[src/rtl/cansf_pkg.sv]
// Constants, field layout and state codes of the CAN status flag block.
// Assumes a 32-bit word bus with registers at word-aligned byte offsets.
package cansf_pkg;
  // Register byte offsets
  localparam logic [7:0] OFS_MCTRL = 8'h00;
  localparam logic [7:0] OFS_MSTAT = 8'h04;
  localparam logic [7:0] OFS_TSTAT = 8'h08;
  localparam logic [7:0] OFS_RQ0 = 8'h0C;
  localparam logic [7:0] OFS_IEN = 8'h14;
  // Master control fields
  localparam int MC_INIT = 0;
  localparam int MC_SLEEP = 1;
  localparam int MC_LOCK = 3;
  localparam int MC_AWAKE = 5;
  localparam int MC_DBG = 16;
  localparam logic [31:0] MC_RESET = 32'h0001_0002;
  // Master status fields
  localparam int MS_INIT_ACK = 0;
  localparam int MS_SLEEP_ACK = 1;
  localparam int MS_ERR = 2;
  localparam int MS_WAKE = 3;
  localparam int MS_SAMP = 10;
  localparam int MS_RX = 11;
  // Transmit status fields; the MB_ fields repeat per mailbox at MB_STRIDE * index
  localparam int MB_STRIDE = 8;
  localparam int MB_RQCP = 0;
  localparam int MB_TXOK = 1;
  localparam int MB_ALST = 2;
  localparam int MB_TERR = 3;
  localparam int MB_ABRQ = 7;
  localparam int TS_CODE = 24;
  localparam int TS_TME = 26;
  localparam int TS_LOW = 29;
  localparam logic [31:0] TS_RESET = 32'h1C00_0000;
  // Receive queue fields
  localparam int RQ_FULL = 3;
  localparam int RQ_OVR = 4;
  localparam int RQ_REL = 5;
  localparam logic [1:0] RQ_DEPTH = 2'h3;
  // Interrupt enable fields; bits 8..11 gate error status events
  localparam int IE_ERRSRC = 8;
  localparam int IE_ERR = 15;
  localparam int IE_WAKE = 16;
  localparam int IE_SLK = 17;
  localparam logic [31:0] IE_RESET = 32'h0000_0000;
  // Recessive bits needed to synchronise to the bus
  localparam logic [3:0] SYNC_BITS = 4'hB;
  // Operating modes
  typedef enum logic [1:0] {
    MODE_NORMAL = 2'b00,
    MODE_INIT = 2'b01,
    MODE_SLEEP = 2'b10,
    MODE_SYNC = 2'b11
  } cansf_mode_t;
endpackage

[src/rtl/cansf_status.sv]
// Status flag logic of a CAN controller: mode acks, transmit status, queue 0 status.
// Assumes the rest of the controller supplies bit ticks, attempt results and queue events
// on ref_clk; the CAN receive pin is asynchronous.
`timescale 1ns/1ps
`default_nettype none
module cansf_status #(
  parameter int MAILBOXES = 3
) (
  // Clock and reset
  input wire logic ref_clk,
  input wire logic rst_n,
  // AHB-Lite slave
  input wire logic hsel,
  input wire logic [7:0] haddr,
  input wire logic [1:0] htrans,
  input wire logic hwrite,
  input wire logic [2:0] hsize,
  input wire logic [31:0] hwdata,
  input wire logic hready,
  output logic [31:0] hrdata,
  output logic hreadyout,
  output logic hresp,
  // CAN pin and bit timing
  input wire logic canRx,
  input wire logic bitTick,
  input wire logic sofDetect,
  input wire logic busActive,
  // Error status events: warning, passive, bus-off, last error code
  input wire logic [3:0] errEvent,
  // Transmit mailboxes
  input wire logic [2:0] txPending,
  input wire logic [2:0] txRequestSet,
  input wire logic [2:0] txAttemptDone,
  input wire logic attemptOk,
  input wire logic attemptBusErr,
  input wire logic attemptArbLost,
  input wire logic [2:0] txRequestDone,
  input wire logic [1:0] lowPrioIdx,
  output logic [2:0] abortReq,
  // Receive queue 0
  input wire logic rxAccepted,
  output logic rxStore,
  output logic rxOverwrite,
  output logic rxRelease,
  // Mode and interrupt
  output logic sleepMode,
  output logic initMode,
  output logic statusIrq
);
  if (MAILBOXES != 3) begin : gBadCount
    $error("cansf_status supports exactly three mailboxes");
  end

  // ****************************************
  // Pin synchroniser
  // ****************************************
  logic rxMeta_reg, rxSync_reg, sampBit_reg, sampBit_next;
  always_comb begin
    sampBit_next = bitTick ? rxSync_reg : sampBit_reg;
  end
  always_ff @(posedge ref_clk or negedge rst_n) begin
    if (!rst_n) begin
      rxMeta_reg <= 1'b1;
      rxSync_reg <= 1'b1;
      sampBit_reg <= 1'b1;
    end else begin
      rxMeta_reg <= canRx;
      rxSync_reg <= rxMeta_reg;
      sampBit_reg <= sampBit_next;
    end
  end

  // ****************************************
  // Bus slave
  // ****************************************
  logic wrPend_reg, wrPend_next;
  logic [7:0] wrAddr_reg, wrAddr_next;
  logic [31:0] hrdata_reg, hrdata_next;
  logic addrPhase, wrEn;
  logic [31:0] mctrl_reg, mctrl_next, ien_reg, ien_next;
  logic [31:0] mstatView, tstatView, rqView;
  localparam logic [7:0] OFS_MCTRL_A = cansf_pkg::OFS_MCTRL;
  localparam logic [7:0] OFS_MSTAT_A = cansf_pkg::OFS_MSTAT;
  localparam logic [7:0] OFS_TSTAT_A = cansf_pkg::OFS_TSTAT;
  localparam logic [7:0] OFS_RQ0_A = cansf_pkg::OFS_RQ0;
  localparam logic [7:0] OFS_IEN_A = cansf_pkg::OFS_IEN;
  assign addrPhase = hsel && htrans[1] && hready;
  assign wrEn = wrPend_reg;
  always_comb begin
    wrPend_next = addrPhase && hwrite && (hsize == 3'h2);
    wrAddr_next = addrPhase ? haddr : wrAddr_reg;
    hrdata_next = hrdata_reg;
    if (addrPhase && !hwrite) begin
      case (haddr)
        OFS_MCTRL_A: hrdata_next = mctrl_reg;
        OFS_MSTAT_A: hrdata_next = mstatView;
        OFS_TSTAT_A: hrdata_next = tstatView;
        OFS_RQ0_A: hrdata_next = rqView;
        OFS_IEN_A: hrdata_next = ien_reg;
        default: hrdata_next = 32'h0000_0000;
      endcase
    end
  end
  always_ff @(posedge ref_clk or negedge rst_n) begin
    if (!rst_n) begin
      wrPend_reg <= 1'b0;
      wrAddr_reg <= 8'h00;
      hrdata_reg <= 32'h0000_0000;
      hreadyout <= 1'b0;
      hresp <= 1'b0;
    end else begin
      wrPend_reg <= wrPend_next;
      wrAddr_reg <= wrAddr_next;
      hrdata_reg <= hrdata_next;
      hreadyout <= 1'b1;
      hresp <= 1'b0;
    end
  end
  assign hrdata = hrdata_reg;

  logic wrMctrl, wrMstat, wrTstat, wrRq, wrIen;
  assign wrMctrl = wrEn && (wrAddr_reg == OFS_MCTRL_A);
  assign wrMstat = wrEn && (wrAddr_reg == OFS_MSTAT_A);
  assign wrTstat = wrEn && (wrAddr_reg == OFS_TSTAT_A);
  assign wrRq = wrEn && (wrAddr_reg == OFS_RQ0_A);
  assign wrIen = wrEn && (wrAddr_reg == OFS_IEN_A);

  // ****************************************
  // Control registers and mode sequencer
  // ****************************************
  localparam logic [31:0] MC_MASK = (32'h1 << cansf_pkg::MC_INIT) |
    (32'h1 << cansf_pkg::MC_SLEEP) | (32'h1 << cansf_pkg::MC_LOCK) |
    (32'h1 << cansf_pkg::MC_AWAKE) | (32'h1 << cansf_pkg::MC_DBG);
  localparam logic [31:0] IE_MASK = 32'h0003_8F00;
  cansf_pkg::cansf_mode_t mode_reg, mode_next;
  logic [3:0] recCnt_reg, recCnt_next;
  logic sleep_ack_reg, sleep_ack_next, init_ack_reg, init_ack_next;
  logic wake_reg, wake_next, err_reg, err_next;
  logic sleepReq, initReq, errHit;
  assign sleepReq = mctrl_reg[cansf_pkg::MC_SLEEP];
  assign initReq = mctrl_reg[cansf_pkg::MC_INIT];
  assign errHit = |(errEvent & ien_reg[cansf_pkg::IE_ERRSRC +: 4]);
  always_comb begin
    mctrl_next = wrMctrl ? (hwdata & MC_MASK) : mctrl_reg;
    if (mode_reg == cansf_pkg::MODE_SLEEP && sofDetect && mctrl_reg[cansf_pkg::MC_AWAKE]) begin
      mctrl_next[cansf_pkg::MC_SLEEP] = 1'b0;
    end
    ien_next = wrIen ? (hwdata & IE_MASK) : ien_reg;
    wake_next = wake_reg;
    if (wrMstat && hwdata[cansf_pkg::MS_WAKE]) begin
      wake_next = 1'b0;
    end
    if (mode_reg == cansf_pkg::MODE_SLEEP && sofDetect) begin
      wake_next = 1'b1;
    end
    err_next = err_reg;
    if (wrMstat && hwdata[cansf_pkg::MS_ERR]) begin
      err_next = 1'b0;
    end
    if (errHit) begin
      err_next = 1'b1;
    end
    mode_next = mode_reg;
    recCnt_next = recCnt_reg;
    sleep_ack_next = sleep_ack_reg;
    init_ack_next = init_ack_reg;
    case (mode_reg)
      cansf_pkg::MODE_NORMAL: begin
        if (initReq && !busActive) begin
          mode_next = cansf_pkg::MODE_INIT;
          init_ack_next = 1'b1;
        end else if (sleepReq && !busActive) begin
          mode_next = cansf_pkg::MODE_SLEEP;
          sleep_ack_next = 1'b1;
        end
      end
      cansf_pkg::MODE_INIT: begin
        if (!initReq) begin
          mode_next = sleepReq ? cansf_pkg::MODE_SLEEP : cansf_pkg::MODE_SYNC;
          init_ack_next = !sleepReq;
          sleep_ack_next = sleepReq;
          recCnt_next = 4'h0;
        end
      end
      cansf_pkg::MODE_SLEEP: begin
        if (initReq) begin
          mode_next = cansf_pkg::MODE_INIT;
          init_ack_next = 1'b1;
          sleep_ack_next = 1'b0;
        end else if (!sleepReq) begin
          mode_next = cansf_pkg::MODE_SYNC;
          recCnt_next = 4'h0;
        end
      end
      cansf_pkg::MODE_SYNC: begin
        if (initReq) begin
          mode_next = cansf_pkg::MODE_INIT;
          init_ack_next = 1'b1;
          sleep_ack_next = 1'b0;
        end else if (sleepReq) begin
          mode_next = cansf_pkg::MODE_SLEEP;
          sleep_ack_next = 1'b1;
          init_ack_next = 1'b0;
        end else if (bitTick) begin
          recCnt_next = rxSync_reg ? recCnt_reg + 4'h1 : 4'h0;
          if (rxSync_reg && (recCnt_reg + 4'h1 == cansf_pkg::SYNC_BITS)) begin
            mode_next = cansf_pkg::MODE_NORMAL;
            sleep_ack_next = 1'b0;
            init_ack_next = 1'b0;
          end
        end
      end
      default: mode_next = cansf_pkg::MODE_SLEEP;
    endcase
  end
  always_ff @(posedge ref_clk or negedge rst_n) begin
    if (!rst_n) begin
      mctrl_reg <= cansf_pkg::MC_RESET;
      ien_reg <= cansf_pkg::IE_RESET;
      mode_reg <= cansf_pkg::MODE_SLEEP;
      recCnt_reg <= 4'h0;
      sleep_ack_reg <= 1'b1;
      init_ack_reg <= 1'b0;
      wake_reg <= 1'b0;
      err_reg <= 1'b0;
    end else begin
      mctrl_reg <= mctrl_next;
      ien_reg <= ien_next;
      mode_reg <= mode_next;
      recCnt_reg <= recCnt_next;
      sleep_ack_reg <= sleep_ack_next;
      init_ack_reg <= init_ack_next;
      wake_reg <= wake_next;
      err_reg <= err_next;
    end
  end

  always_comb begin
    mstatView = 32'h0000_0000;
    mstatView[cansf_pkg::MS_INIT_ACK] = init_ack_reg;
    mstatView[cansf_pkg::MS_SLEEP_ACK] = sleep_ack_reg;
    mstatView[cansf_pkg::MS_ERR] = err_reg;
    mstatView[cansf_pkg::MS_WAKE] = wake_reg;
    mstatView[cansf_pkg::MS_SAMP] = sampBit_reg;
    mstatView[cansf_pkg::MS_RX] = rxSync_reg;
  end

  // ****************************************
  // Transmit mailbox status
  // ****************************************
  logic [2:0] rqcp_reg, txok_reg, alst_reg, terr_reg, abrq_reg;
  genvar m;
  generate
    for (m = 0; m < 3; m++) begin : gMbox
      localparam int B = m * cansf_pkg::MB_STRIDE;
      logic rqcpN, txokN, alstN, terrN, abrqN, clrReq;
      always_comb begin
        clrReq = (wrTstat && hwdata[B + cansf_pkg::MB_RQCP]) || txRequestSet[m];
        rqcpN = clrReq ? 1'b0 : rqcp_reg[m];
        txokN = clrReq ? 1'b0 : txok_reg[m];
        alstN = clrReq ? 1'b0 : alst_reg[m];
        terrN = clrReq ? 1'b0 : terr_reg[m];
        if (txRequestDone[m]) begin
          rqcpN = 1'b1;
        end
        if (txAttemptDone[m]) begin
          txokN = attemptOk;
          alstN = !attemptOk && attemptArbLost;
          terrN = !attemptOk && attemptBusErr;
        end
        abrqN = abrq_reg[m];
        if (wrTstat && hwdata[B + cansf_pkg::MB_ABRQ] && txPending[m]) begin
          abrqN = 1'b1;
        end
        if (!txPending[m]) begin
          abrqN = 1'b0;
        end
      end
      always_ff @(posedge ref_clk or negedge rst_n) begin
        if (!rst_n) begin
          rqcp_reg[m] <= 1'b0;
          txok_reg[m] <= 1'b0;
          alst_reg[m] <= 1'b0;
          terr_reg[m] <= 1'b0;
          abrq_reg[m] <= 1'b0;
        end else begin
          rqcp_reg[m] <= rqcpN;
          txok_reg[m] <= txokN;
          alst_reg[m] <= alstN;
          terr_reg[m] <= terrN;
          abrq_reg[m] <= abrqN;
        end
      end
    end
  endgenerate
  assign abortReq = abrq_reg;

  logic [2:0] lowFlags;
  logic [1:0] mbCode;
  logic multiPend;
  always_comb begin
    multiPend = (txPending[0] & txPending[1]) | (txPending[0] & txPending[2]) |
      (txPending[1] & txPending[2]);
    lowFlags = 3'h0;
    if (multiPend && lowPrioIdx != 2'h3) begin
      lowFlags[lowPrioIdx] = txPending[lowPrioIdx];
    end
    if (!txPending[0]) begin
      mbCode = 2'h0;
    end else if (!txPending[1]) begin
      mbCode = 2'h1;
    end else if (!txPending[2]) begin
      mbCode = 2'h2;
    end else begin
      mbCode = lowPrioIdx;
    end
    tstatView = 32'h0000_0000;
    tstatView[cansf_pkg::TS_LOW +: 3] = lowFlags;
    tstatView[cansf_pkg::TS_TME +: 3] = ~txPending;
    tstatView[cansf_pkg::TS_CODE +: 2] = mbCode;
    for (int k = 0; k < 3; k++) begin
      tstatView[k * cansf_pkg::MB_STRIDE + cansf_pkg::MB_RQCP] = rqcp_reg[k];
      tstatView[k * cansf_pkg::MB_STRIDE + cansf_pkg::MB_TXOK] = txok_reg[k];
      tstatView[k * cansf_pkg::MB_STRIDE + cansf_pkg::MB_ALST] = alst_reg[k];
      tstatView[k * cansf_pkg::MB_STRIDE + cansf_pkg::MB_TERR] = terr_reg[k];
      tstatView[k * cansf_pkg::MB_STRIDE + cansf_pkg::MB_ABRQ] = abrq_reg[k];
    end
  end

  // ****************************************
  // Receive queue 0 status
  // ****************************************
  logic [1:0] fmp_reg, fmp_next;
  logic full_reg, full_next, ovr_reg, ovr_next, rel_reg, rel_next;
  logic store_next, over_next, relDo_next, doStore;
  always_comb begin
    rel_next = rel_reg;
    full_next = full_reg;
    ovr_next = ovr_reg;
    store_next = 1'b0;
    over_next = 1'b0;
    relDo_next = 1'b0;
    doStore = 1'b0;
    if (wrRq && hwdata[cansf_pkg::RQ_FULL]) begin
      full_next = 1'b0;
    end
    if (wrRq && hwdata[cansf_pkg::RQ_OVR]) begin
      ovr_next = 1'b0;
    end
    if (wrRq && hwdata[cansf_pkg::RQ_REL] && fmp_reg != 2'h0) begin
      rel_next = 1'b1;
    end
    if (rel_reg) begin
      rel_next = 1'b0;
      relDo_next = 1'b1;
    end
    if (rxAccepted) begin
      if (fmp_reg == cansf_pkg::RQ_DEPTH && !rel_reg) begin
        ovr_next = 1'b1;
        over_next = !mctrl_reg[cansf_pkg::MC_LOCK];
      end else begin
        doStore = 1'b1;
        store_next = 1'b1;
      end
    end
    fmp_next = fmp_reg;
    if (doStore && !rel_reg) begin
      fmp_next = fmp_reg + 2'h1;
    end else if (rel_reg && !doStore) begin
      fmp_next = fmp_reg - 2'h1;
    end
    if (fmp_next == cansf_pkg::RQ_DEPTH && doStore) begin
      full_next = 1'b1;
    end
    rqView = 32'h0000_0000;
    rqView[1:0] = fmp_reg;
    rqView[cansf_pkg::RQ_FULL] = full_reg;
    rqView[cansf_pkg::RQ_OVR] = ovr_reg;
    rqView[cansf_pkg::RQ_REL] = rel_reg;
  end
  always_ff @(posedge ref_clk or negedge rst_n) begin
    if (!rst_n) begin
      fmp_reg <= 2'h0;
      full_reg <= 1'b0;
      ovr_reg <= 1'b0;
      rel_reg <= 1'b0;
      rxStore <= 1'b0;
      rxOverwrite <= 1'b0;
      rxRelease <= 1'b0;
    end else begin
      fmp_reg <= fmp_next;
      full_reg <= full_next;
      ovr_reg <= ovr_next;
      rel_reg <= rel_next;
      rxStore <= store_next;
      rxOverwrite <= over_next;
      rxRelease <= relDo_next;
    end
  end

  // ****************************************
  // Mode outputs and status interrupt
  // ****************************************
  logic irq_next;
  always_comb begin
    irq_next = (wake_reg && ien_reg[cansf_pkg::IE_WAKE]) ||
      (err_reg && ien_reg[cansf_pkg::IE_ERR]) ||
      (sleep_ack_reg && ien_reg[cansf_pkg::IE_SLK]);
  end
  always_ff @(posedge ref_clk or negedge rst_n) begin
    if (!rst_n) begin
      statusIrq <= 1'b0;
      sleepMode <= 1'b1;
      initMode <= 1'b0;
    end else begin
      statusIrq <= irq_next;
      sleepMode <= (mode_next == cansf_pkg::MODE_SLEEP);
      initMode <= (mode_next == cansf_pkg::MODE_INIT);
    end
  end
endmodule
`default_nettype wire

[config.mk]
export PLATFORM = sky130hd
export DESIGN_NAME = cansf_status
export DESIGN_NICKNAME = d
export VERILOG_FILES = /design/src/rtl/cansf_pkg.sv /design/src/rtl/cansf_status.sv
export SDC_FILE = /design/constraint.sdc
export NUM_CORES = 1
export LEC_CHECK = 0
export ABC_AREA = 1
export BUFFER_PORTS_ARGS = -buffer_cell sky130_fd_sc_hd__clkbuf_2
export CAP_MARGIN = 10
export CORE_UTILIZATION = 49
export CTS_CLUSTER_SIZE = 10
export DETAILED_ROUTE_END_ITERATION = 10
export PLACE_DENSITY = 0.76
export SKIP_LAST_GASP = 1
export SLEW_MARGIN = 10
export SYNTH_ARGS = -nofsm -noshare
export SYNTH_HDL_FRONTEND = slang
export SYNTH_SLANG_ARGS = --single-unit
[constraint.sdc]
create_clock -name ref_clk -period 1.7 [get_ports ref_clk]
set_input_delay 0.51 -clock ref_clk [delete_from_list [all_inputs] [get_ports ref_clk]]
set_output_delay 0.51 -clock ref_clk [all_outputs]
set_load 0.02 [all_outputs]
* Yosys cells after proc, flatten, opt, wreduce, memory -nomap -nowiden
Cells that the tools add are included.
** Storage, ports and cells
- Register bits after elaboration :: 93
** Cells by class
- Muxes and demuxes :: 84
- $lt $le $gt $ge :: 2
- $add $sub $neg :: 3
- Bitwise gates (word level) :: 8
- Eq/ne operators :: 33
- Reduce and logical (&&, ||, !) cells :: 72
** Operator list (count)
- 32-bit one-hot mux with 5 select lines :: 1
- 1-bit 2-to-1 mux :: 54
- 1-bit logical AND :: 41
- 8-bit by 4-bit equality test with 1-bit output, second input constant :: 4
- 2-bit 2-to-1 mux :: 15
- 4-bit 2-to-1 mux :: 7
- 2-bit inequality test, second input constant :: 11
- 2-bit nonzero test :: 11
- 8-bit by 3-bit equality test with 1-bit output, second input constant :: 2
- 8-bit by 5-bit equality test with 1-bit output, second input constant :: 2
- 8-bit logical NOT :: 2
- 4-bit one-hot mux with 3 select lines :: 1
- 2-bit equality test, second input constant :: 5
- 4-bit inequality test, second input constant :: 2
- 1-bit one-hot mux with 4 select lines :: 2
- 2-bit one-hot mux with 4 select lines :: 1
- 1-bit logical NOT :: 7
- 7-bit AND reduction :: 1
- 2-bit by 1-bit inequality test with 1-bit output, second input constant :: 3
- 6-bit AND reduction :: 1
- 1-bit logical OR :: 5
- 5-bit AND reduction :: 1
- 4-bit by 1-bit adder with 4-bit output, second input constant :: 1
- 4-bit bitwise AND :: 1
- 17 further kinds :: 21

* Logic depth before layout (Yosys ltp)
Gate-level depths: netlist of run 1.
- Depth after elaboration :: 11
- Depth in mapped cells :: 12
- Depth with buffers taken out :: 12

* Least setup slack after synthesis of run 1
OpenSTA, ideal clock, no wires.
- Path type :: input-to-reg
- Start point :: input port haddr[6]
- End point :: register hrdata_reg[10] (netlist: hrdata[10])
- Stages :: 10
- Path buffers :: 1
- Required time :: 1.634 ns
- Slack :: 0.295 ns
- Arrival :: 1.340 ns
- Cell sequence :: inv_1 > nand3_1 > nor2_1 > nand2_1 > inv_1 > buf_2 > nand2_1 > o211ai_1 > nand2_1 > nand2_1
** On the way
- Longest elaborated chain between the ends :: 2
- Elaborated cells on any way between the ends :: 6
- Those cells by class :: eq/ne: 4; mux: 1; reduce/logical: 1
** RTL lines
- from (decl) :: RTL line cansf_status.sv:14 : input wire logic [7:0] haddr,
- 8-bit by 5-bit equality test with 1-bit output (tied with other cells) :: RTL line cansf_status.sv:94 : case (haddr)
- 32-bit one-hot mux with 5 select lines (*) :: RTL line cansf_status.sv:94
- to (signal assigned) :: RTL line cansf_status.sv:114 : hrdata_reg <= hrdata_next;
- to (decl) :: RTL line cansf_status.sv:78 : logic [31:0] hrdata_reg, hrdata_next;
Mark *: on every way between the ends. The rest lies on a longest branch, timed or not.
A chain may end at the register's enable or synchronous reset.

* Worst setup path after layout of run 1
- Start point :: register recCnt_reg[0]
- End point :: register init_ack_reg
** On the way
- Longest elaborated chain between the ends :: 5
** RTL lines
- from (decl) :: RTL line cansf_status.sv:136 : logic [3:0] recCnt_reg, recCnt_next;
- from (signal assigned) :: RTL line cansf_status.sv:230 : recCnt_reg <= recCnt_next;
- 4-bit by 1-bit adder with 4-bit output :: RTL line cansf_status.sv:206 : if (rxSync_reg && (recCnt_reg + 4'h1 == cansf_pkg::SYNC_BITS)) begin
- 4-bit equality test :: RTL line cansf_status.sv:206
- 1-bit logical AND :: RTL line cansf_status.sv:206
- 4-bit inequality test (no line)
- 5-bit AND reduction (no line)
- to (signal assigned) :: RTL line cansf_status.sv:232 : init_ack_reg <= init_ack_next;
- to (decl) :: RTL line cansf_status.sv:137 : logic sleep_ack_reg, sleep_ack_next, init_ack_reg, init_ack_next;
Every way passes these cells.

==> results of run 1 <==
==> where the power goes <==
part / internal [mW] / total (mW) / switching, mW
registers: 2.25 / 2.43 / 0.182
clock network: 0.831 / 1.57 / 0.743
logic: 0.307 / 0.819 / 0.512
==> per-layer routing <==
metal  up-vias  share of wire (%)
li1       1765                  -
met1      1711                 45
met2       147                 46
met3        29                5.7
met4         0                3.4
met5         -                  0
==> stage by stage <==
step / setup WS [ps] / cell area, sq um / hold WS, ps
3_5_place_dp: 17.59 / 4703 / 349.2
6_report: 104.9 / 4967 / 51.52
5_1_grt: -16.03 / 4967 / 63.84
2_1_floorplan: 294.6 / 4120 / 214.4
3_3_place_gp: 115.2 / 4703 / 345.6
4_1_cts: 73.42 / 4918 / 50.80
==> worst max-delay path by stage <==
stage,start,endpoint,cells past startpoint
after global routing,recCnt_reg[1]$_DFFE_PN0P_,init_ack_reg$_DFFE_PN0P_,12
after detailed placement,bitTick,recCnt_reg[1]$_DFFE_PN0P_,7
final,recCnt_reg[0]$_DFFE_PN0P_,init_ack_reg$_DFFE_PN0P_,11
after global placement,haddr[0],hrdata[11]$_DFFE_PN0P_,10
after floorplan,haddr[6],hrdata[10]$_DFFE_PN0P_,10
after CTS,mode_reg[1]$_DFF_PN1_,recCnt_reg[1]$_DFFE_PN0P_,6
==> cell type report <==
| cell class | count | area [sq um] |
|---|---|---|
| fillers | 703 | 2920 |
| flip-flops and latches | 86 | 2163 |
| multi-input cells | 322 | 1599 |
| repair buffers | 107 | 625.6 |
| inverters | 63 | 236.5 |
| clock buffers | 11 | 131.4 |
| well taps | 102 | 127.6 |
| clock inverters | 5 | 83.83 |
==> worst reg2reg max path, cell delays in order, from the launching register on <==
cell and delay (ps):
dfrtp_2 450, ha_1 220, nand2_1 70, nand2_1 70, nor2_2 110, nand3_1 90, nand2_1 110, nand2_1 70
nand2_1 120, nand2_1 70, nand2_1 60, nand2_1 50
==> cell families (layout without fill, tap and decap cells) <==
kind of cell,count (synthesis),in the layout,synth area share (%)
DFF,86,86,52.81
and+or+nand+nor,236,236,25.95
muxes,1,1,0.3666
buffers and inverters,83,186,8.893
AOI/OAI and AO/OA,71,71,10.36
xor gates and xnor gates,1,1,0.2140
other,2,9,0.1834
adders and majority gates,4,4,1.223
==> timing repair <==
| action | 4_1_cts | 5_1_grt |
|---|---|---|
| setup buffers | 0 | 4 |
| resized for setup | 0 | 4 |
| endpoints found under the setup margin | 0 | 6 |
==> synthesized netlist by cell type (all sizes together) <==
| master | number | area (sq um) |
|---|---|---|
| a22o | 2 | 17.52 |
| nand2 | 144 | 540.5 |
| a21oi | 12 | 63.81 |
| ha | 4 | 50.05 |
| a221oi | 2 | 17.52 |
| nand3b | 1 | 7.510 |
| nor3 | 8 | 51.30 |
| conb | 2 | 7.510 |
| nand3 | 38 | 200.2 |
| or2 | 1 | 8.760 |
| mux2 | 1 | 15.01 |
| o211ai | 4 | 30.03 |
| dfrtp | 78 | 1952 |
| o31ai | 5 | 37.54 |
| o41ai | 2 | 17.52 |
| o21ai | 40 | 211.5 |
| xor2 | 1 | 8.760 |
| nor2 | 23 | 101.4 |
| clkbuf | 4 | 15.01 |
| nor4 | 3 | 33.78 |
| dfstp | 8 | 210.2 |
| a211oi | 1 | 7.510 |
| nand4 | 15 | 100.1 |
| and2 | 3 | 18.77 |
| inv | 63 | 236.5 |
| o21a | 1 | 7.510 |
| buf | 16 | 112.6 |
| o22ai | 1 | 6.260 |
| a21o | 1 | 7.510 |
==> flow_metrics.tcl, run 1 <==
set metrics [dict create \
    cts_root_buffer "clkbuf_8" \
    vias_per_cell 5.247 \
    r2r_start "recCnt_reg[0]$_DFFE_PN0P_" \
    portBuffers 92 \
    power_mw 4.823 \
    final_common_cell "nand2_1" \
    r2r-end "init_ack_reg$_DFFE_PN0P_" \
    ys_seq_elements 86 \
    io_pins 119 \
    first_global_vias 3469 \
    gp_congestion 0.9414 \
    grt_pass1_wl_um 15950 \
    clock_sinks 86 \
    nNetsFinal 669 \
    cpPeakStageDelay_ps 450 \
    peakVddDrop_uv 582.1 \
    layout.cells.non_filler 696 \
    antennaDiodeCount 0 \
    die_w_um 93.41 \
    ys.warnings.count 0 \
    grt_usage_pct 23.88 \
    coreArea_sq_um 7888 \
    p_per_area_nw_per_um2 970.9 \
    busiest_layer "met2" \
    fin_util_pct 62.98 \
    clkLatencyLatePin_ps 360 \
    drc_errors 0 \
    clk_pin_slew_worst_paths_ps 90 \
    dp_hpwl_um 7224 \
    leakage_nw 2.612 \
    skew_ps 7.741 \
    fin_crit_sh_pct 93.83 \
    met3_usage_pct 3.577 \
    drv_cap 0 \
    layout-drive-gt1-share_pct 24.58 \
    crit_family "simple AND/OR/NAND/NOR gates" \
    placed_cells 676 \
    hp-class "in -> async" \
    crit_chain "ha_1 -> nand2_1 -> nand2_1 -> nor2_2 -> nand3_1 -> nand2_1 -> nand2_1 -> nand2_1 -> nand2_1 -> nand2_1 -> nand2_1" \
    startpoint_type "flop" \
    cts_made_buffers 9 \
    grt.overflow.total 0 \
    synth_cell_types 40 \
    r2r_cells 11 \
    clock.fmax_mhz 626.9 \
    dr.pass1.iters 6 \
    synthCells 484 \
    cts_tree "done" \
    num_vias 3652 \
    status "finished, final reports clean" \
    drt_iter0_drc 254 \
    avgSynthCellArea_sq_um 8.459 \
    mappedNetlistArea_sq_um 4094 \
    rrSetupSlack_ps 100 \
    fin_crit_ps 1595 \
    crit_buf_inv 0 \
    critical_path.endpoint_type "flop" \
    maxSlewViolCount 0 \
    floorplan.initialDensity_pct 51.90 \
    cts_buffer_depth 2 \
    cp.arrival_ps 1850 \
    grt_max_degree 39 \
    crit_top_cell "nand2_1" \
    htree_levels 3 \
    row_count 32 \
    path_class "reg -> reg" \
    die_area_sq_um 8724 \
    tns_ps 0 \
    setup_viol 0 \
    layout_common_cells "nand2_1, clkbuf_2, dfrtp_1, inv_1" \
    cp.required_ps 1950 \
    antenna_found_initial 0 \
    area_delta_synth_final_pct 21.33 \
    grt_use_met2_pct 37.68 \
    hold_violations 0 \
    yosysSeqAreaShare_pct 52.81 \
    cp_slowest_cell "dfrtp_2" \
    wl_per_cell_um 13.90 \
    gr-usage-met1_pct 31.84 \
    ctsHoldBuffers 0 \
    critPathMaxFanout 6 \
    routed_wl_um 9677 \
    die_h_um 93.41 \
    antenna_left 0 \
    largest_reg_flops 25 \
]
No activity file was read; power rests on OpenSTA's default activity.
==> run 2, diff against run 1 <==
ABC_AREA = not set   (was 1)
PLACE_DENSITY = 0.77   (was 0.76)
==> flow_metrics.tcl, run 2 <==
set metrics [dict create \
    status "finished, violations left" \
    violations "negative setup slack" \
    drt_iter0_drc 101 \
    peakVddDrop_uv 669.5 \
    skew_ps 10.40 \
    die_w_um 91.91 \
    area_delta_synth_final_pct 31.71 \
    clkLatencyLatePin_ps 350 \
    dr.pass1.iters 4 \
    cts_tree "done" \
    layout_common_cells "clkbuf_2, dfrtp_1, nand2_1, buf_4" \
    synthCells 351 \
    drc_errors 0 \
    grt_usage_pct 23.70 \
    synth_common_cells "dfrtp_1, nand2_1, o21ai_0" \
    clock.fmax_mhz 515.0 \
    die_h_um 91.91 \
    cp.arrival_ps 2180 \
    htree_levels 3 \
    antenna_left 0 \
    leakage_nw 2.533 \
    cts_made_buffers 9 \
    dp_hpwl_um 6855 \
    grt_setup_unrepaired "true" \
    routed_wl_um 9345 \
    cp.required_ps 1940 \
    io_pins 119 \
    clk_pin_slew_worst_paths_ps 90 \
    coreArea_sq_um 7767 \
    gp_congestion 0.8517 \
    hp-class "in -> async" \
    critical_path.endpoint_type "flop" \
    layout-drive-gt1-share_pct 43.96 \
    clock_sinks 86 \
    num_vias 3213 \
    maxSlewViolCount 0 \
    setup_viol 33 \
    drv_cap 0 \
    antennaDiodeCount 0 \
    mappedNetlistArea_sq_um 3961 \
    yosysSeqAreaShare_pct 54.58 \
    gr-usage-met1_pct 30.42 \
    busiest_layer "met2" \
    vias_per_cell 5.521 \
    ys_seq_elements 86 \
    synth_cell_types 53 \
    startpoint_type "flop" \
    wl_per_cell_um 16.06 \
    ctsHoldBuffers 0 \
    ys.warnings.count 0 \
    avgSynthCellArea_sq_um 11.29 \
    floorplan.initialDensity_pct 51.00 \
    grt_max_degree 36 \
    path_class "reg -> reg" \
    p_per_area_nw_per_um2 872.8 \
    final_common_cell "clkbuf_2" \
    first_global_vias 3122 \
    grt.overflow.total 0 \
    met3_usage_pct 5.556 \
    fin_ws_ps -241.7 \
    synth_area_leaders "dfrtp_1, mux2_2, dfstp_2" \
    fin_util_pct 67.17 \
    row_count 32 \
    synth_top_cell_area_share_pct 49.27 \
    die_area_sq_um 8447 \
    fin_crit_ps 1942 \
    grt_use_met2_pct 39.86 \
    fin_crit_sh_pct 114.2 \
    cts_buffer_depth 2 \
    synthArstFlopShare_pct 100.0 \
    nNetsFinal 555 \
    synth-edff-count 0 \
    post-synth-top-count-cell "dfrtp_1" \
    grt_pass1_wl_um 15370 \
    critPathMaxFanout 4 \
    post-place-ws_ps -375.6 \
    hold_violations 0 \
    largest_reg_flops 25 \
    ys.flop_type "dfrtp_1" \
    yosysTopAreaCell "dfrtp_1" \
    portBuffers 92 \
    antenna_found_initial 0 \
    cts_root_buffer "clkbuf_8" \
]
## run 2: cell types whose count changed after synthesis, moves of 13 or more
cell / before / now
nand3_1: 36 / 6
inv_1: 62 / 13
mux2_2: 0 / 21
a22o_1: 2 / 15
nand4_1: 14 / 0
nor2_1: 21 / 6
nand2_1: 144 / 48
## run 2: cell type report
cell class,instances,area (sq um)
Sequential cell,86,2162
Clock inverter,6,92.59
Multi-Input combinational cell,237,1863
Inverter,13,48.80
Timing Repair Buffer,128,785.8
Clock buffer,10,137.6
Tap cell,102,127.6
Fill cell,621,2550
## run 2: final timing paths
kind                                           start                  endpoint  slack [ps]  cells after the start
setup / recovery           wrAddr_reg[7]$_DFFE_PN0P_    ien_reg[8]$_DFFE_PN0P_        -240                      5
min in group ref_clk                           canRx      rxMeta_reg$_DFF_PN1_         240                      1
setup reg to reg           wrAddr_reg[7]$_DFFE_PN0P_    ien_reg[8]$_DFFE_PN0P_        -240                      5
hold / removal                                 rst_n  mctrl_reg[5]$_DFFE_PN0P_          50                      1
hold reg to reg                 rxMeta_reg$_DFF_PN1_      rxSync_reg$_DFF_PN1_         360                      0
max in group asynchronous                      rst_n      rxSync_reg$_DFF_PN1_        1090                      2
## run 2: layer usage
metal / wire length, um / share of wire [%]
met5: 0 / 0
met4: 110 / 1.2
met3: 565 / 6.0
met2: 4647 / 50
met1: 4022 / 43
## run 2: repair_timing
action	CTS	global route
buffers inserted	2	2
endpoints found under the hold margin	0	0
resized for setup	17	17
pin swaps	8	10
setup endpoints to repair	33	41
## run 2: power breakdown
group          switching [mW]  total [mW]  internal, mW
Sequential              0.129        2.31          2.18
Combinational           0.344       0.641         0.297
Clock                   0.728        1.60         0.875
## run 2: worst max-delay path, stage by stage (launching register included)
cell and delay, ps:
dfrtp_1 380, or4b_4 570, buf_6 160, nor4_4 180
buf_4 200, mux2_2 330
## run 2: cells by family (layout without fill, tap and decap cells)
| family | Yosys count | in the layout | synth area share [%] |
|---|---|---|---|
| AOI/OAI and AO/OA | 91 | 91 | 15.51 |
| and+or+nand+nor | 101 | 101 | 14.40 |
| DFF | 86 | 86 | 54.58 |
| xor gates and xnor gates | 2 | 2 | 0.4423 |
| adders and majority gates | 4 | 4 | 1.263 |
| other | 2 | 9 | 0.1896 |
| buffers and inverters | 35 | 157 | 4.422 |
| muxes | 30 | 30 | 9.191 |
## run 2: per-stage QoR
| stage | total power [mW] | TNS (ps) | hold WS, ps | instances | area, sq um |
|---|---|---|---|---|---|
| floorplan | 2.685 | -4899 | 214.4 | 358 | 4070 |
| global placement | 2.913 | -13310 | 348.9 | 562 | 4805 |
| detailed placement | 2.941 | -14190 | 350.3 | 562 | 4805 |
| CTS | 4.560 | -5214 | 37.48 | 580 | 5124 |
| global route | 4.769 | -7515 | 45.02 | 582 | 5218 |
| finish | 4.554 | -5520 | 49.04 | 582 | 5218 |
==> run 3, diff against run 2 <==
BUFFER_PORTS_ARGS = not set   (was -buffer_cell sky130_fd_sc_hd__clkbuf_2)
CTS_BUF_LIST = sky130_fd_sc_hd__clkbuf_16   (was not set)
DONT_BUFFER_PORTS = 1   (was not set)
PLACE_DENSITY = not set   (was 0.77)
==> flow_metrics.tcl, run 3 (synthesized netlist as in run 2, its figures left out) <==
set metrics [dict create \
    grt_max_degree 87 \
    drc_errors 0 \
    row_count 32 \
    coreArea_sq_um 7767 \
    die_h_um 91.91 \
    critPathMaxFanout 5 \
    maxSlewViolCount 0 \
    clk_pin_slew_worst_paths_ps 60 \
    antenna_left 0 \
    hp-class "in -> async" \
    hold_violations 78 \
    htree_levels 3 \
    grt_usage_pct 21.07 \
    die_area_sq_um 8447 \
    grt.overflow.total 0 \
    cts_tree "done" \
    wl_per_cell_um 17.81 \
    num_vias 2696 \
    dr_wl_met3_um 560 \
    dp_hpwl_um 6002 \
    layout_common_cells "dfrtp_1, nand2_1, buf_4, a22o_1, o21ai_1" \
    fin_ws_ps -132.1 \
    final_common_cell "dfrtp_1" \
    largest_reg_flops 25 \
    antenna_found_initial 0 \
    rrSetupSlack_ps -130 \
    grt_setup_unrepaired "true" \
    setup_viol 28 \
    grt_pass1_wl_um 13620 \
    cts_root_buffer "clkbuf_16" \
    io_pins 119 \
    top_layer_used "met4" \
    area_delta_synth_final_pct 17.50 \
    peakVddDrop_uv 540.6 \
    cts_made_buffers 9 \
    violations "negative hold slack, negative setup slack" \
    vias_per_cell 5.652 \
    first_global_vias 2662 \
    placed_cells 460 \
    routed_wl_um 8497 \
    clkLatencyLatePin_ps 340 \
    wl_met2_um 4033 \
    p_per_area_nw_per_um2 1015 \
    floorplan.initialDensity_pct 51.00 \
    status "finished, violations left" \
    skew_ps 7.415 \
    layout-drive-gt1-share_pct 27.20 \
    placed_cell_area_sq_um 4242 \
    cp.required_ps 1930 \
    cp.arrival_ps 2060 \
    startpoint_type "flop" \
    die_w_um 91.91 \
    leakage_nw 2.086 \
    antennaDiodeCount 0 \
    fin_crit_ps 1832 \
    fin_crit_sh_pct 107.8 \
    hold_ws_ps -139.2 \
    clock.fmax_mhz 545.8 \
    layout.cells.non_filler 477 \
    nNetsFinal 450 \
    gp_congestion 0.7836 \
    drt_iter0_drc 125 \
    path_class "reg -> reg" \
    cts_buffer_depth 2 \
    drv_cap 0 \
    fin_area_sq_um 4654 \
    dr.pass1.iters 4 \
    critical_path.endpoint_type "flop" \
    portBuffers 0 \
    met1Wirelength_um 3778 \
    clock_sinks 86 \
]
[run 3: where the power goes]
part | total [mW] | switching [mW] | internal [mW]
clock network | 1.96 | 0.821 | 1.14
logic | 0.452 | 0.223 | 0.229
registers | 2.31 | 0.126 | 2.18
[run 3: repair_timing]
item	CTS	global route
pin swaps	8	14
cloned	0	0
endpoints found under the setup margin	31	34
endpoints found under the hold margin	78	78
setup buffers	2	0
gates resized for setup	15	9
[run 3: worst paths after layout]
path | start | end | depth (start not counted)
max in group asynchronous | rst_n | mctrl_reg[16]$_DFFE_PN1P_ | 0
max | wrAddr_reg[6]$_DFFE_PN0P_ | ovr_reg$_DFF_PN0_ | 5
max reg2reg | wrAddr_reg[6]$_DFFE_PN0P_ | ovr_reg$_DFF_PN0_ | 5
min in group ref_clk | canRx | rxMeta_reg$_DFF_PN1_ | 0
min | rst_n | rxOverwrite$_DFF_PN0_ | 0
min reg2reg | rxMeta_reg$_DFF_PN1_ | rxSync_reg$_DFF_PN1_ | 0
[run 3: per-layer routing]
layer / global-route usage, % / vias to the layer above
li1: - / 1282
met1: 27.29 / 1315
met2: 34.27 / 87
met3: 4.892 / 12
met4: 8.203 / 0
met5: 0 / -
[run 3: critical path: stages, from the launching register on]
cell     delay (ps)
dfrtp_1         370
or4b_4          630
nor4b_2         290
buf_4           170
nand2_1          60
a32o_1          200
[run 3: cell type report]
cell class                 count  area, sq um
timing repair buffer          23        205.2
multi-input combinational    237         1812
fill                         652         3113
tap                          102        127.6
sequential                    86         2162
clock buffer                   9        225.2
clock inverter                 7        73.82
inverter                      13        48.80
[run 3: metrics by stage]
stage | hold slack, ps | TNS, ps | power [mW] | worst slack [ps] | utilization, %
2_1_floorplan | 214.4 | -4899 | 2.685 | -201.6 | -
3_3_place_gp | 216.3 | -9714 | 2.767 | -353.1 | 54.61
3_5_place_dp | 216.1 | -10640 | 2.778 | -365.0 | 54.61
4_1_cts | -143.0 | -5178 | 4.756 | -223.8 | 59.76
5_1_grt | -149.9 | -4905 | 4.898 | -236.7 | 59.92
6_report | -139.2 | -2674 | 4.725 | -132.1 | 59.92
